==> src/inc/ccr_pkg.sv <==
// shared constants and types for the comparator control register bank
package ccr_pkg;

    // special-function-register addresses
    localparam logic [7:0] ADDR_CTRL0 = 8'h9B;
    localparam logic [7:0] ADDR_MODE0 = 8'h9D;
    localparam logic [7:0] ADDR_MUX0 = 8'h9F;
    localparam logic [7:0] ADDR_MUX1 = 8'h9F;

    // control register fields
    localparam int CTRL_EN_BIT = 7;
    localparam int CTRL_RESULT_BIT = 6;
    localparam int CTRL_RISE_BIT = 5;
    localparam int CTRL_FALL_BIT = 4;
    localparam int CTRL_HYP_LSB = 2;
    localparam int CTRL_HYN_LSB = 0;

    // mode register fields
    localparam int MODE_RESV_BIT = 7;
    localparam int MODE_RIE_BIT = 5;
    localparam int MODE_FIE_BIT = 4;
    localparam int MODE_SPD_LSB = 0;
    localparam logic [7:0] MODE_WMASK = 8'h33;

    // input select register fields
    localparam int MUX_NEG_LSB = 4;
    localparam int MUX_POS_LSB = 0;
    localparam logic [1:0] MUX_RESV_TOP = 2'h3;

    // reset values
    localparam logic [7:0] CTRL_RST = 8'h00;
    localparam logic [7:0] MODE_RST = 8'h02;
    localparam logic [7:0] MUX_RST = 8'hFF;

    // timing
    localparam int CLK_PERIOD_NS = 100;
    localparam int POWER_UP_NS = 2300;
    localparam int POWER_UP_CYC = (POWER_UP_NS + CLK_PERIOD_NS - 1) / CLK_PERIOD_NS;
    localparam int SETTLE_W = 5;

    typedef enum logic [1:0] {
        HYST_OFF = 2'h0,
        HYST_5MV = 2'h1,
        HYST_10MV = 2'h2,
        HYST_20MV = 2'h3
    } ccr_hyst_t;

    typedef enum logic [1:0] {
        SPD_FASTEST = 2'h0,
        SPD_MID_FAST = 2'h1,
        SPD_MID_LOW = 2'h2,
        SPD_LOWEST_POWER = 2'h3
    } ccr_speed_t;

    typedef struct packed {
        logic [7:0] addr;
        logic wr;
        logic rd;
        logic [7:0] wdata;
    } ccr_sfr_req_t;

    typedef struct packed {
        logic cmp_enable;
        ccr_hyst_t pos_hyst_sel;
        ccr_hyst_t neg_hyst_sel;
        ccr_speed_t speed_power_sel;
        logic [3:0] cmp_a_neg_sel;
        logic [3:0] cmp_a_pos_sel;
        logic [3:0] cmp_b_neg_sel;
        logic [3:0] cmp_b_pos_sel;
    } ccr_analog_cfg_t;

endpackage : ccr_pkg

==> src/design/ccr_sync.sv <==
// multi-stage level synchroniser for the raw comparator output
`timescale 1ns/1ps
`default_nettype none

module ccr_sync #(
    parameter int STAGES = 2
) (
    input wire logic clock,
    input wire logic srst,
    input wire logic async_in,
    output logic sync_out
);

    typedef struct packed {
        logic [STAGES-1:0] chain;
    } ccr_sync_state_t;

    ccr_sync_state_t s_q;
    ccr_sync_state_t s_d;

    initial begin
        if (STAGES < 2) begin
            $error("ccr_sync needs at least two stages");
        end
    end

    // first stage feeds only the second; nothing else taps it
    always_comb begin
        s_d = s_q;
        s_d.chain = {s_q.chain[STAGES-2:0], async_in};
    end

    always_ff @(posedge clock) begin
        if (srst) begin
            s_q <= '0;
        end else begin
            s_q <= s_d;
        end
    end

    assign sync_out = s_q.chain[STAGES-1];

endmodule : ccr_sync

`default_nettype wire

==> src/design/ccr_top.sv <==
// comparator control, mode and input select registers with edge flags
`timescale 1ns/1ps
`default_nettype none

module ccr_top #(
    parameter int SYNC_STAGES = 2
) (
    input wire logic clock,
    input wire logic srst,
    input wire ccr_pkg::ccr_sfr_req_t sfr_req,
    output logic [7:0] sfr_rdata,
    output logic sfr_rvalid,
    input wire logic cmp_raw,
    output ccr_pkg::ccr_analog_cfg_t analog_cfg,
    output logic cmp_pin_out,
    output logic osc_wake,
    output logic irq,
    output logic cmp_settling,
    output logic mux_a_reserved,
    output logic mux_b_reserved
);

    typedef enum logic [1:0] {
        ST_OFF,
        ST_SETTLE,
        ST_READY
    } ccr_pwr_state_t;

    typedef struct packed {
        logic en;
        logic rise;
        logic fall;
        ccr_pkg::ccr_hyst_t hyp;
        ccr_pkg::ccr_hyst_t hyn;
        logic rie;
        logic fie;
        ccr_pkg::ccr_speed_t spd;
        logic [3:0] a_neg;
        logic [3:0] a_pos;
        logic [3:0] b_neg;
        logic [3:0] b_pos;
        logic prev;
        logic [7:0] rdata;
        logic rvalid;
        logic pin_out;
        logic wake;
        logic irq;
        ccr_pwr_state_t pwr;
        logic [ccr_pkg::SETTLE_W-1:0] settle_cnt;
        logic settling;
        logic a_resv;
        logic b_resv;
    } ccr_top_state_t;

    localparam logic [ccr_pkg::SETTLE_W-1:0] SETTLE_LOAD =
        ccr_pkg::SETTLE_W'(ccr_pkg::POWER_UP_CYC - 1);

    initial begin
        if (SYNC_STAGES < 2) begin
            $error("ccr_top needs at least two synchroniser stages");
        end
        if (ccr_pkg::POWER_UP_CYC > (1 << ccr_pkg::SETTLE_W)) begin
            $error("settle counter too narrow for the power-up time");
        end
    end

    ccr_top_state_t s_q;
    ccr_top_state_t s_d;

    logic result_sync;
    logic wr_ctrl;
    logic wr_mode;
    logic wr_mux0;
    logic wr_mux1;
    logic rise_evt;
    logic fall_evt;
    logic cfg_change;
    logic [7:0] ctrl_view;
    logic [7:0] mode_view;
    logic [7:0] mux0_view;

    // raw result is asynchronous to the bus clock
    ccr_sync #(
        .STAGES(SYNC_STAGES)
    ) u_sync (
        .clock(clock),
        .srst(srst),
        .async_in(cmp_raw),
        .sync_out(result_sync)
    );

    always_comb begin
        wr_ctrl = sfr_req.wr && (sfr_req.addr == ccr_pkg::ADDR_CTRL0);
        wr_mode = sfr_req.wr && (sfr_req.addr == ccr_pkg::ADDR_MODE0);
        wr_mux0 = sfr_req.wr && (sfr_req.addr == ccr_pkg::ADDR_MUX0);
        wr_mux1 = sfr_req.wr && (sfr_req.addr == ccr_pkg::ADDR_MUX1);
    end

    // edges count only while powered; a dead comparator makes no events
    always_comb begin
        rise_evt = s_q.en && result_sync && !s_q.prev;
        fall_evt = s_q.en && !result_sync && s_q.prev;
    end

    always_comb begin
        ctrl_view = '0;
        ctrl_view[ccr_pkg::CTRL_EN_BIT] = s_q.en;
        ctrl_view[ccr_pkg::CTRL_RESULT_BIT] = result_sync;
        ctrl_view[ccr_pkg::CTRL_RISE_BIT] = s_q.rise;
        ctrl_view[ccr_pkg::CTRL_FALL_BIT] = s_q.fall;
        ctrl_view[ccr_pkg::CTRL_HYP_LSB +: 2] = s_q.hyp;
        ctrl_view[ccr_pkg::CTRL_HYN_LSB +: 2] = s_q.hyn;
    end

    // unused and reserved mode bits are never stored, so they read zero
    always_comb begin
        mode_view = '0;
        mode_view[ccr_pkg::MODE_RIE_BIT] = s_q.rie;
        mode_view[ccr_pkg::MODE_FIE_BIT] = s_q.fie;
        mode_view[ccr_pkg::MODE_SPD_LSB +: 2] = s_q.spd;
    end

    always_comb begin
        mux0_view = '0;
        mux0_view[ccr_pkg::MUX_NEG_LSB +: 4] = s_q.a_neg;
        mux0_view[ccr_pkg::MUX_POS_LSB +: 4] = s_q.a_pos;
    end

    // a retune upsets the analog core just as a power-up does
    always_comb begin
        cfg_change = 1'b0;
        if (wr_ctrl) begin
            if (sfr_req.wdata[ccr_pkg::CTRL_HYP_LSB +: 2] != s_q.hyp) begin
                cfg_change = 1'b1;
            end
            if (sfr_req.wdata[ccr_pkg::CTRL_HYN_LSB +: 2] != s_q.hyn) begin
                cfg_change = 1'b1;
            end
        end
        if (wr_mode) begin
            if (sfr_req.wdata[ccr_pkg::MODE_SPD_LSB +: 2] != s_q.spd) begin
                cfg_change = 1'b1;
            end
        end
    end

    always_comb begin
        s_d = s_q;
        s_d.prev = result_sync;
        s_d.rvalid = sfr_req.rd;

        // control register
        if (wr_ctrl) begin
            s_d.en = sfr_req.wdata[ccr_pkg::CTRL_EN_BIT];
            s_d.hyp = ccr_pkg::ccr_hyst_t'(sfr_req.wdata[ccr_pkg::CTRL_HYP_LSB +: 2]);
            s_d.hyn = ccr_pkg::ccr_hyst_t'(sfr_req.wdata[ccr_pkg::CTRL_HYN_LSB +: 2]);
            s_d.rise = sfr_req.wdata[ccr_pkg::CTRL_RISE_BIT];
            s_d.fall = sfr_req.wdata[ccr_pkg::CTRL_FALL_BIT];
        end

        // an edge in the clearing cycle still lands
        if (rise_evt) begin
            s_d.rise = 1'b1;
        end
        if (fall_evt) begin
            s_d.fall = 1'b1;
        end

        // mode register
        if (wr_mode) begin
            s_d.rie = sfr_req.wdata[ccr_pkg::MODE_RIE_BIT];
            s_d.fie = sfr_req.wdata[ccr_pkg::MODE_FIE_BIT];
            s_d.spd = ccr_pkg::ccr_speed_t'(sfr_req.wdata[ccr_pkg::MODE_SPD_LSB +: 2]);
        end

        // input select registers share one address, so one write sets both
        if (wr_mux0) begin
            s_d.a_neg = sfr_req.wdata[ccr_pkg::MUX_NEG_LSB +: 4];
            s_d.a_pos = sfr_req.wdata[ccr_pkg::MUX_POS_LSB +: 4];
        end
        if (wr_mux1) begin
            s_d.b_neg = sfr_req.wdata[ccr_pkg::MUX_NEG_LSB +: 4];
            s_d.b_pos = sfr_req.wdata[ccr_pkg::MUX_POS_LSB +: 4];
        end

        // reserved codes are stored as written; flagged for the analog mux
        s_d.a_resv = (s_d.a_neg[3:2] == ccr_pkg::MUX_RESV_TOP)
            || (s_d.a_pos[3:2] == ccr_pkg::MUX_RESV_TOP);
        s_d.b_resv = (s_d.b_neg[3:2] == ccr_pkg::MUX_RESV_TOP)
            || (s_d.b_pos[3:2] == ccr_pkg::MUX_RESV_TOP);

        // read data, registered one cycle after the strobe
        if (sfr_req.rd) begin
            case (sfr_req.addr)
                ccr_pkg::ADDR_CTRL0: s_d.rdata = ctrl_view;
                ccr_pkg::ADDR_MODE0: s_d.rdata = mode_view;
                ccr_pkg::ADDR_MUX0: s_d.rdata = mux0_view;
                default: s_d.rdata = '0;
            endcase
        end

        // outputs follow the next state so they need no extra cycle
        s_d.pin_out = s_d.en && result_sync;
        s_d.wake = s_d.en && !result_sync;
        s_d.irq = (s_d.rise && s_d.rie) || (s_d.fall && s_d.fie);

        // settling window marks when flags may be spurious
        case (s_q.pwr)
            ST_OFF: begin
                if (s_d.en) begin
                    s_d.pwr = ST_SETTLE;
                    s_d.settle_cnt = SETTLE_LOAD;
                end
            end
            ST_SETTLE: begin
                if (!s_d.en) begin
                    s_d.pwr = ST_OFF;
                    s_d.settle_cnt = '0;
                end else if (cfg_change) begin
                    s_d.settle_cnt = SETTLE_LOAD;
                end else if (s_q.settle_cnt == '0) begin
                    s_d.pwr = ST_READY;
                end else begin
                    s_d.settle_cnt = s_q.settle_cnt - 1'b1;
                end
            end
            ST_READY: begin
                if (!s_d.en) begin
                    s_d.pwr = ST_OFF;
                end else if (cfg_change) begin
                    s_d.pwr = ST_SETTLE;
                    s_d.settle_cnt = SETTLE_LOAD;
                end
            end
            default: begin
                s_d.pwr = ST_OFF;
                s_d.settle_cnt = '0;
            end
        endcase

        // kept in its own flop so the output carries no decode logic
        s_d.settling = (s_d.pwr == ST_SETTLE);
    end

    always_ff @(posedge clock) begin
        if (srst) begin
            s_q.en <= ccr_pkg::CTRL_RST[ccr_pkg::CTRL_EN_BIT];
            s_q.rise <= ccr_pkg::CTRL_RST[ccr_pkg::CTRL_RISE_BIT];
            s_q.fall <= ccr_pkg::CTRL_RST[ccr_pkg::CTRL_FALL_BIT];
            s_q.hyp <= ccr_pkg::ccr_hyst_t'(ccr_pkg::CTRL_RST[ccr_pkg::CTRL_HYP_LSB +: 2]);
            s_q.hyn <= ccr_pkg::ccr_hyst_t'(ccr_pkg::CTRL_RST[ccr_pkg::CTRL_HYN_LSB +: 2]);
            s_q.rie <= ccr_pkg::MODE_RST[ccr_pkg::MODE_RIE_BIT];
            s_q.fie <= ccr_pkg::MODE_RST[ccr_pkg::MODE_FIE_BIT];
            s_q.spd <= ccr_pkg::ccr_speed_t'(ccr_pkg::MODE_RST[ccr_pkg::MODE_SPD_LSB +: 2]);
            s_q.a_neg <= ccr_pkg::MUX_RST[ccr_pkg::MUX_NEG_LSB +: 4];
            s_q.a_pos <= ccr_pkg::MUX_RST[ccr_pkg::MUX_POS_LSB +: 4];
            s_q.b_neg <= ccr_pkg::MUX_RST[ccr_pkg::MUX_NEG_LSB +: 4];
            s_q.b_pos <= ccr_pkg::MUX_RST[ccr_pkg::MUX_POS_LSB +: 4];
            s_q.prev <= 1'b0;
            s_q.rdata <= '0;
            s_q.rvalid <= 1'b0;
            s_q.pin_out <= 1'b0;
            s_q.wake <= 1'b0;
            s_q.irq <= 1'b0;
            s_q.pwr <= ST_OFF;
            s_q.settle_cnt <= '0;
            s_q.settling <= 1'b0;
            s_q.a_resv <= 1'b1;
            s_q.b_resv <= 1'b1;
        end else begin
            s_q <= s_d;
        end
    end

    always_comb begin
        analog_cfg.cmp_enable = s_q.en;
        analog_cfg.pos_hyst_sel = s_q.hyp;
        analog_cfg.neg_hyst_sel = s_q.hyn;
        analog_cfg.speed_power_sel = s_q.spd;
        analog_cfg.cmp_a_neg_sel = s_q.a_neg;
        analog_cfg.cmp_a_pos_sel = s_q.a_pos;
        analog_cfg.cmp_b_neg_sel = s_q.b_neg;
        analog_cfg.cmp_b_pos_sel = s_q.b_pos;
    end

    assign sfr_rdata = s_q.rdata;
    assign sfr_rvalid = s_q.rvalid;
    assign cmp_pin_out = s_q.pin_out;
    assign osc_wake = s_q.wake;
    assign irq = s_q.irq;
    assign cmp_settling = s_q.settling;
    assign mux_a_reserved = s_q.a_resv;
    assign mux_b_reserved = s_q.b_resv;

endmodule : ccr_top

`default_nettype wire

==> config.mk <==
export PLATFORM = sky130hd
export DESIGN_NAME = ccr_top
export DESIGN_NICKNAME = d
export VERILOG_FILES = /design/src/inc/ccr_pkg.sv /design/src/design/ccr_sync.sv /design/src/design/ccr_top.sv
export SDC_FILE = /design/constraint.sdc
export NUM_CORES = 1
export LEC_CHECK = 0
export ABC_CLOCK_PERIOD_IN_PS = 4200
export BUFFER_PORTS_ARGS = -buffer_cell sky130_fd_sc_hd__buf_2
export CORE_MARGIN = 2
export CORE_UTILIZATION = 57
export CTS_CLUSTER_DIAMETER = 120
export DETAILED_ROUTE_END_ITERATION = 6
export PLACE_DENSITY = 0.85
export SYNTH_ARGS = -nofsm -noshare
export SYNTH_HDL_FRONTEND = slang
export SYNTH_SLANG_ARGS = --single-unit
==> constraint.sdc <==
create_clock -name clock -period 4.2 [get_ports clock]
set_clock_uncertainty 0.1 [all_clocks]
set_input_delay 0.21 -clock clock [delete_from_list [all_inputs] [get_ports clock]]
set_output_delay 0.21 -clock clock [all_outputs]
set_load 0.05 [all_outputs]
==> impl_summary.txt, run 1 <==
----------------------------------------------------
[Run status]
  Result of the run ... finished, final reports clean

[Layout]
  Antenna cell count ... 0
  Layout-stage area growth over the synthesis result ... 8.21%
  Layout cells sized above 1 ... a little over a quarter
  Final net count ... 311
  FF/Latch Area ... 961 um2
  Final core utilization ... 64.0%
  Number of fill cells in the layout ... around 350
  Multi-input gate area in the final layout ... around 1100 um2

[Route]
  Initial DRC Count ... 139
  Residual DRC count ... 0
  Number of nets with antenna violations after routing ... 0
  Wire length after detailed routing ... a little under 5 mm
  Total met2 wirelength after detailed routing ... 2.42 mm
  Total number of vias ... about 1800
  Wire length on met1 ... 2.15 mm
  Post-DR vias/cell ... between 5 and 6
  Detailed-routed wire length on met3 ... ~240 um
  Number of detailed-route iterations in the first pass ... 4
  Routed WL per cell ... ~14 um
  Max layer used ... met4

[Logic synthesis]
  Dominant cell by count in the synthesized netlist ... sky130_fd_sc_hd__dfxtp_1
  Leading cell types by total area after synthesis ... sky130_fd_sc_hd__dfxtp_1, sky130_fd_sc_hd__buf_4, sky130_fd_sc_hd__mux2i_1
  Number of enable-type register cells in the synthesized netlist ... 0
  Count of cell types in the netlist ... 40
  Avg Inst Size Synth ... slightly below 9 um2
  Post-synth ARST share ... 0%
  Most used flip-flop cell after synthesis ... sky130_fd_sc_hd__dfxtp_1
  Synthesized netlist net count ... between 200 and 300
  Synth cell count leaders ... sky130_fd_sc_hd__dfxtp_1, sky130_fd_sc_hd__nand2_1, sky130_fd_sc_hd__buf_4
  Area share of the largest cell type after synthesis ... roughly two fifths
  Synth warn ... 0
  Area of the mapped netlist ... 2350 um2
  Gate count of the mapped netlist ... approximately 260
  Leading area contributor after synthesis ... sky130_fd_sc_hd__dfxtp_1
  Register bit total from synthesis ... 48
  Proportion of synthesized chip area in sequential cells ... between 40% and 50%

[Global route]
  Via count of the first global-routing pass ... around 1700
  Largest net degree at the start of global routing ... 31
  First-pass GRT wire length ... ~7.6 mm
  Global route total overflow ... 0
  Initial antenna violation count ... 0
  Global-route total usage across every layer ... 22.2%

[CTS]
  Clock sink count ... 48
  Deepest level of the CTS H-tree ... 2
  Count of cells resized by post-cts repair ... 0
  Number of buffers on the longest clock path ... 2
  Total CTS buffers ... 5
  Setup Buffers After CTS ... 0
  Buffer type at the clock tree root ... sky130_fd_sc_hd__clkbuf_8
  Source-to-sink clock delay at the later pin of the worst-skew pair ... ~0.31 ns
  Clock-pin slew reported for the worst setup and hold paths after clock tree synthesis ... approximately 0.09 ns
  Clock tree from TritonCTS ... yes
  Hold buffers post-CTS ... 0

[Die]
  Die ar. ... about 4600 um2
  Core area ... just under 4000 um2
  Chip height ... between 60 and 70 um
  Horizontal die dimension ... around 68 um
  Number of top-level design ports ... slightly below 60
  Row cnt ... 23
  Initial cell density of the core ... approximately three fifths

[Place]
  Last weighted congestion value of the routability-driven placer ... a little over 0.8
  Detailed Place HPWL ... about 3.6 mm
  I/O Buffers ... 58

[Setup path]
  Kind of capture point of the worst setup path ... flip-flop
  Maximum fanout count along the critical path ... 6
  Required time of the worst setup path ... 4.33 ns
  Slack of the worst reg-to-reg path ... around 2.0 ns
  Critical path data arrival time ... 2.30 ns
  Setup Crit Path Kind ... flip-flop to flip-flop
  Critical path startpoint category ... flip-flop

[STA]
  Remaining max-slew budget at the tightest pin ... between 50% and 60%
  Final setup violation count ... 0
  Final Critical Period ... approximately 2.2 ns
  Maximum achievable frequency ... 461 MHz
  Post-route fraction of the period consumed by the critical path ... approximately half
  Worst Hold Slack ... between 0.01 and 0.015 ns
  Transition at the pin with the smallest max-transition slack ... 0.671 ns
  Final slew viol count ... 0
  Final Hold Fails ... 0
  Sum of negative setup slack ... 0 ns
  Setup repair after global routing missed its margin ... false

[Hold path]
  Worst hold path class ... input port to flip-flop

[Power and ir drop]
  Peak VDD IR ... between 0.2 and 0.25 mV
  Reported leakage power ... 1.11 nW
  Cell area power density ... 329 nW/um2

[Flow run]
  Max-cap check violation count ... 0

----------------------------------------------------
layout make-up:
class	instances	share of cell area, %
clock buffer	6	2.86
clock inverter	2	1.38
inverter	5	0.739
multi-input combinational	171	43.3
sequential	48	37.8
tap	50	2.46
timing repair buffer	58	11.4
state kept, by name, indices dropped and copies added, names as in the netlist:
register	cells
irq	1
mux_a_reserved	1
osc_wake	1
sfr_rvalid	1
sfr_rdata	8
u_sync.s_q	2
cmp_pin_out	1
s_q	8
ctrl_view	2
cmp_settling	1
mux_b_reserved	1
analog_cfg	19
mode_view	2
where the power goes:
group,switching [mW],internal [mW]
logic,0.0310,0.0194
registers,0.00126,0.457
clock network,0.152,0.177
total,0.184,0.653
cell families (layout without fill, tap and decap cells):
kind of cell	after synthesis	after routing	synth area share (%)
simple gates	105	105	23.8
flops	48	48	40.9
buf+inv	45	71	12.2
compound gates	35	35	9.86
mux	23	23	10.1
xor+xnor	7	7	2.61
fa+ha+maj	1	1	0.533
cell usage in the layout, fill, tap and decap left out, types with 6 or more instances in the layout:
cell | synthesis | routed
sky130_fd_sc_hd__buf_2 | 1 | 58
sky130_fd_sc_hd__nand3_1 | 13 | 13
sky130_fd_sc_hd__a21oi_1 | 13 | 13
sky130_fd_sc_hd__nand2_1 | 36 | 36
sky130_fd_sc_hd__o21ai_0 | 10 | 10
sky130_fd_sc_hd__mux2i_1 | 18 | 18
sky130_fd_sc_hd__nor2b_1 | 12 | 12
sky130_fd_sc_hd__dfxtp_1 | 48 | 48
sky130_fd_sc_hd__xnor2_1 | 6 | 6
sky130_fd_sc_hd__nor2_1 | 15 | 15
sky130_fd_sc_hd__nand2b_1 | 6 | 6
critical path, stage by stage (launching register included):
cell and delay [ns]:
sky130_fd_sc_hd__dfxtp_1 0.42, sky130_fd_sc_hd__xnor2_1 0.15, sky130_fd_sc_hd__nand4_1 0.10, sky130_fd_sc_hd__a21oi_1 0.52, sky130_fd_sc_hd__nand2_1 0.25, sky130_fd_sc_hd__o22ai_4 0.32
sky130_fd_sc_hd__mux2i_1 0.23
routing by layer:
layer	vias up	GRT usage (%)
met5	-	0
met4	0	9.50
met3	7	5.43
met2	50	38.2
met1	857	26.0
li1	914	-
through the flow:
stage | worst slack (ns) | area, um2 | std cells | power [mW]
after detailed placement | 1.76 | 2430 | 332 | 0.519
after global placement | 1.82 | 2430 | 332 | 0.518
after CTS | 2.07 | 2540 | 340 | 0.841
final | 2.03 | 2540 | 340 | 0.837
after floorplan | 2.18 | 2350 | 264 | 0.499
after global routing | 1.88 | 2540 | 340 | 0.863
worst paths after layout:
path	startpoint	cells after the start	end
worst max-delay path	analog_cfg[18]$_SDFFE_PP0P_	6	s_q[7]$_SDFFE_PP0P_
worst min-delay path	cmp_raw	2	u_sync.s_q[0]$_SDFF_PP0_
worst max register to register	analog_cfg[18]$_SDFFE_PP0P_	6	s_q[7]$_SDFFE_PP0P_
worst min register to register	u_sync.s_q[0]$_SDFF_PP0_	1	u_sync.s_q[1]$_SDFF_PP0_
Power figures use the tool's default switching activity.
==> run 2: changes to the inputs <==
--- a/config.mk
+++ b/config.mk
@@ -5,13 +5,14 @@
 export SDC_FILE = /design/constraint.sdc
 export NUM_CORES = 1
 export LEC_CHECK = 0
-export ABC_CLOCK_PERIOD_IN_PS = 4200
+export ABC_AREA = 1
+export ABC_CLOCK_PERIOD_IN_PS = 1900
 export BUFFER_PORTS_ARGS = -buffer_cell sky130_fd_sc_hd__buf_2
 export CORE_MARGIN = 2
-export CORE_UTILIZATION = 57
+export CORE_UTILIZATION = 48
 export CTS_CLUSTER_DIAMETER = 120
 export DETAILED_ROUTE_END_ITERATION = 6
-export PLACE_DENSITY = 0.85
+export PLACE_DENSITY = 0.75
 export SYNTH_ARGS = -nofsm -noshare
 export SYNTH_HDL_FRONTEND = slang
 export SYNTH_SLANG_ARGS = --single-unit
==> constraint.sdc (replaced) <==
create_clock -name clock -period 1.9 [get_ports clock]
set_clock_uncertainty 0.1 [all_clocks]
set_input_delay 0.095 -clock clock [delete_from_list [all_inputs] [get_ports clock]]
set_output_delay 0.095 -clock clock [all_outputs]
set_load 0.05 [all_outputs]
==> impl_summary.txt, run 2 <==
----------------------------------------------------
[Setup path]
  Cell count of the worst reg-to-reg path ... 8 (was 6)
  Maximum fanout count along the critical path ... 4 (was 6)
  Critical path data arrival time ... 1.73 ns (was 2.30 ns)
  Required time of the worst setup path ... 2.02 ns (was 4.33 ns)
  Number of cells on the critical path ... 8 (was 6)
  Setup Crit Path Kind ... flip-flop to flip-flop (unchanged)
  Slowest stage delay, CP ... 0.34 ns (was 0.52 ns)
  Cell with the biggest individual delay on the critical path ... sky130_fd_sc_hd__dfxtp_1 (was sky130_fd_sc_hd__a21oi_1)
  Kind of capture point of the worst setup path ... flip-flop (unchanged)
  Largest delay share family, worst path ... simple AND/OR/NAND/NOR gates (was compound AO/OA/AOI/OAI gates)
  Buffers & Inverters on Critical Path ... 1 (was 0)
  Cells traversed along the worst timing path ... inv_1 > ha_1 > nand3b_1 > nor2_1 > nand4_1 > nand2_2 > nand2_1 > a21oi_1 (was xnor2_1 > nand4_1 > a21oi_1 > nand2_1 > o22ai_4 > mux2i_1)
  Critical path startpoint category ... flip-flop (unchanged)

[Layout]
  Layout-stage area growth over the synthesis result ... 9.10% (was 8.21%)
  Number of fill cells in the layout ... 512 (was 354)
  Antenna cell count ... 0 (unchanged)
  FF/Latch Area ... 961 um2 (unchanged)
  Most common library cell in the layout ignoring fill and taps ... sky130_fd_sc_hd__nand2_1 (was sky130_fd_sc_hd__buf_2)
  Max reg flops ... 19 (unchanged)
  Filler-free cell count of the finished design ... 448 (was 340)
  Layout cells sized above 1 ... 25.1% (was 26.9%)
  Most frequent cells in the layout ... sky130_fd_sc_hd__nand2_1, sky130_fd_sc_hd__buf_2, sky130_fd_sc_hd__dfxtp_1, sky130_fd_sc_hd__inv_1, sky130_fd_sc_hd__nor2_1 (was sky130_fd_sc_hd__buf_2, sky130_fd_sc_hd__dfxtp_1, sky130_fd_sc_hd__nand2_1, sky130_fd_sc_hd__mux2i_1, sky130_fd_sc_hd__nor2_1)
  Multi-input gate area in the final layout ... 1150 um2 (was 1100 um2)
  Final net count ... 400 (was 311)

[Logic synthesis]
  Leading area contributor after synthesis ... sky130_fd_sc_hd__dfxtp_1 (unchanged)
  Synthesized netlist net count ... 368 (was 286)
  Register bit total from synthesis ... 48 (unchanged)
  Dominant cell by count in the synthesized netlist ... sky130_fd_sc_hd__nand2_1 (was sky130_fd_sc_hd__dfxtp_1)
  Post-synth ARST share ... 0% (unchanged)
  Synth cell count leaders ... sky130_fd_sc_hd__nand2_1, sky130_fd_sc_hd__dfxtp_1, sky130_fd_sc_hd__inv_1 (was sky130_fd_sc_hd__dfxtp_1, sky130_fd_sc_hd__nand2_1, sky130_fd_sc_hd__buf_4)
  Avg Inst Size Synth ... 7.39 um2 (was 8.89 um2)
  Proportion of synthesized chip area in sequential cells ... 37.6% (was 40.9%)
  Area of the mapped netlist ... 2560 um2 (was 2350 um2)
  Number of enable-type register cells in the synthesized netlist ... 0 (unchanged)
  Count of cell types in the netlist ... 36 (was 40)
  Most used flip-flop cell after synthesis ... sky130_fd_sc_hd__dfxtp_1 (unchanged)
  Area share of the largest cell type after synthesis ... 37.6% (was 40.9%)
  Gate count of the mapped netlist ... 346 (was 264)
  Leading cell types by total area after synthesis ... sky130_fd_sc_hd__dfxtp_1, sky130_fd_sc_hd__nand2_1, sky130_fd_sc_hd__buf_4 (was sky130_fd_sc_hd__dfxtp_1, sky130_fd_sc_hd__buf_4, sky130_fd_sc_hd__mux2i_1)
  Synth warn ... 0 (unchanged)

[CTS]
  Source-to-sink clock delay at the later pin of the worst-skew pair ... 0.30 ns (was 0.31 ns)
  Clock-pin slew reported for the worst setup and hold paths after clock tree synthesis ... 0.08 ns (was 0.09 ns)
  Count of cells resized by post-cts repair ... 0 (unchanged)
  Buffer type at the clock tree root ... sky130_fd_sc_hd__clkbuf_8 (unchanged)
  Total CTS buffers ... 5 (unchanged)
  Number of buffers on the longest clock path ... 2 (unchanged)
  Clock sink count ... 48 (unchanged)
  Deepest level of the CTS H-tree ... 2 (unchanged)
  Clock tree from TritonCTS ... yes (unchanged)

[Power and ir drop]
  Total Power Consumption ... 1.71 mW (was 0.837 mW)
  Cell area power density ... 611 nW/um2 (was 329 nW/um2)
  Reported leakage power ... 1.32 nW (was 1.11 nW)
  Peak VDD IR ... 0.370 mV (was 0.219 mV)

[Die]
  Die ar. ... 5930 um2 (was 4650 um2)
  Horizontal die dimension ... 77.0 um (was 68.2 um)
  Row cnt ... 26 (was 23)
  Core area ... 5110 um2 (was 3970 um2)
  Initial cell density of the core ... 50.0% (was 59.1%)
  Chip height ... 77.0 um (was 68.2 um)
  Number of top-level design ports ... 59 (unchanged)

[Global route]
  Largest net degree at the start of global routing ... 26 (was 31)
  First-pass GRT wire length ... 9.49 mm (was 7.60 mm)
  Global Route met3 Usage ... 4.12% (was 5.43%)
  Met2 GRT Util ... 35.9% (was 38.2%)
  Via count of the first global-routing pass ... 2173 (was 1693)
  Met1 Use GR ... 22.3% (was 26.0%)
  Busiest layer in global routing ... met2 (unchanged)
  Global route total overflow ... 0 (unchanged)
  Initial antenna violation count ... 0 (unchanged)
  Global-route total usage across every layer ... 19.7% (was 22.2%)

[Run status]
  Result of the run ... finished, final reports clean (unchanged)

[Route]
  Number of nets with antenna violations after routing ... 0 (unchanged)
  Residual DRC count ... 0 (unchanged)
  Initial DRC Count ... 109 (was 139)
  Number of detailed-route iterations in the first pass ... 4 (unchanged)
  Post-DR vias/cell ... 4.94 (was 5.38)
  Routed WL per cell ... 12.4 um (was 14.3 um)
  Wire length after detailed routing ... 5.54 mm (was 4.88 mm)
  Total number of vias ... 2212 (was 1828)

[STA]
  Post-route fraction of the period consumed by the critical path ... 84.7% (was 51.6%)
  Maximum achievable frequency ... 621 MHz (was 461 MHz)
  Final slew viol count ... 0 (unchanged)
  Sum of negative setup slack ... 0 ns (unchanged)
  Transition at the pin with the smallest max-transition slack ... 0.465 ns (was 0.671 ns)
  Final Critical Period ... 1.61 ns (was 2.17 ns)
  Remaining max-slew budget at the tightest pin ... 69.0% (was 55.0%)
  Final setup violation count ... 0 (unchanged)
  Setup repair after global routing missed its margin ... false (unchanged)
  Final Hold Fails ... 0 (unchanged)

[Flow run]
  Max-cap check violation count ... 0 (unchanged)

[Place]
  Cell count after placement ... 437 (was 332)
  Detailed Place HPWL ... 4.18 mm (was 3.55 mm)
  I/O Buffers ... 58 (unchanged)
  Last weighted congestion value of the routability-driven placer ... 0.843 (was 0.819)

[Hold path]
  Worst hold path class ... input port to flip-flop (unchanged)
  Cell count of the worst hold path ... 3 (was 2)

----------------------------------------------------
==> run 2: cell count changes after synthesis, sizes merged, moves of 6 or more <==
cell,before,now
nand2,36,104
inv,5,43
mux2i,18,0
nor2,15,29
nor2b,12,0
nand3,13,21
nand2b,7,0
o211ai,0,6
==> run 2: cell type report <==
type | count | share of cell area [%]
Multi-Input combinational cell | 214 | 41.1
Sequential cell | 48 | 34.5
Timing Repair Buffer | 64 | 12.4
Inverter | 45 | 6.10
Tap cell | 70 | 3.14
Clock buffer | 6 | 2.60
Clock inverter | 1 | 0.179
==> run 2: stage by stage <==
stage,setup slack [ns],util [%],instance area (um2),hold slack [ns]
floorplan,0.495,-,2560,0.102
global placement,0.268,52.3,2670,0.193
detailed placement,0.251,52.3,2670,0.207
CTS,0.288,54.6,2790,0.00981
global route,0.113,54.6,2790,0.0210
finish,0.290,54.6,2790,0.0190
==> run 2: tightest hold or removal path, cell delays in order <==
cell	delay, ns
sky130_fd_sc_hd__buf_2	0.15
sky130_fd_sc_hd__nand2_1	0.07
sky130_fd_sc_hd__a21oi_1	0.05
==> run 2: cells by family (layout without fill, tap and decap cells) <==
logic type	count (synthesis)	count (layout)	synth area share, %
AND/OR/NAND/NOR	165	165	33.0
buffers and inverters	84	116	17.5
flip-flops	48	48	37.6
AO/OA/AOI/OAI	46	46	10.6
adder cells (fa/ha/maj)	1	1	0.489
XOR/XNOR	1	1	0.343
multiplexers	1	1	0.440
==> run 2: worst paths after layout <==
path                            startpoint                   endpoint  slack (ns)
hold reg to reg   u_sync.s_q[0]$_SDFF_PP0_   u_sync.s_q[1]$_SDFF_PP0_        0.31
setup / recovery       s_q[3]$_SDFFE_PP0P_        s_q[7]$_SDFFE_PP0P_        0.29
hold / removal                  sfr_req[8]  sfr_rdata[4]$_SDFFE_PP0P_        0.02
setup reg to reg       s_q[3]$_SDFFE_PP0P_        s_q[7]$_SDFFE_PP0P_        0.29
==> run 2: what timing repair did <==
item                       in CTS  in global routing
hold buffers                    4                  0
setup endpoints to repair       0                  0
buffers inserted                0                  0
hold endpoints to repair        4                  0
==> run 2: routing by layer <==
metal | part of all wire (%) | vias up
met1 | 44 | 1020
met5 | 0 | -
met2 | 50 | 51
met3 | 4.3 | 13
li1 | - | 1128
met4 | 2.0 | 0
==> run 2: report_power, final <==
group / switching (mW) / internal (mW) / leakage, nW
Sequential: 0.00224 / 1.01 / 0.388
Combinational: 0.0835 / 0.0413 / 0.892
Clock: 0.317 / 0.251 / 0.0410
Total: 0.403 / 1.30 / 1.32
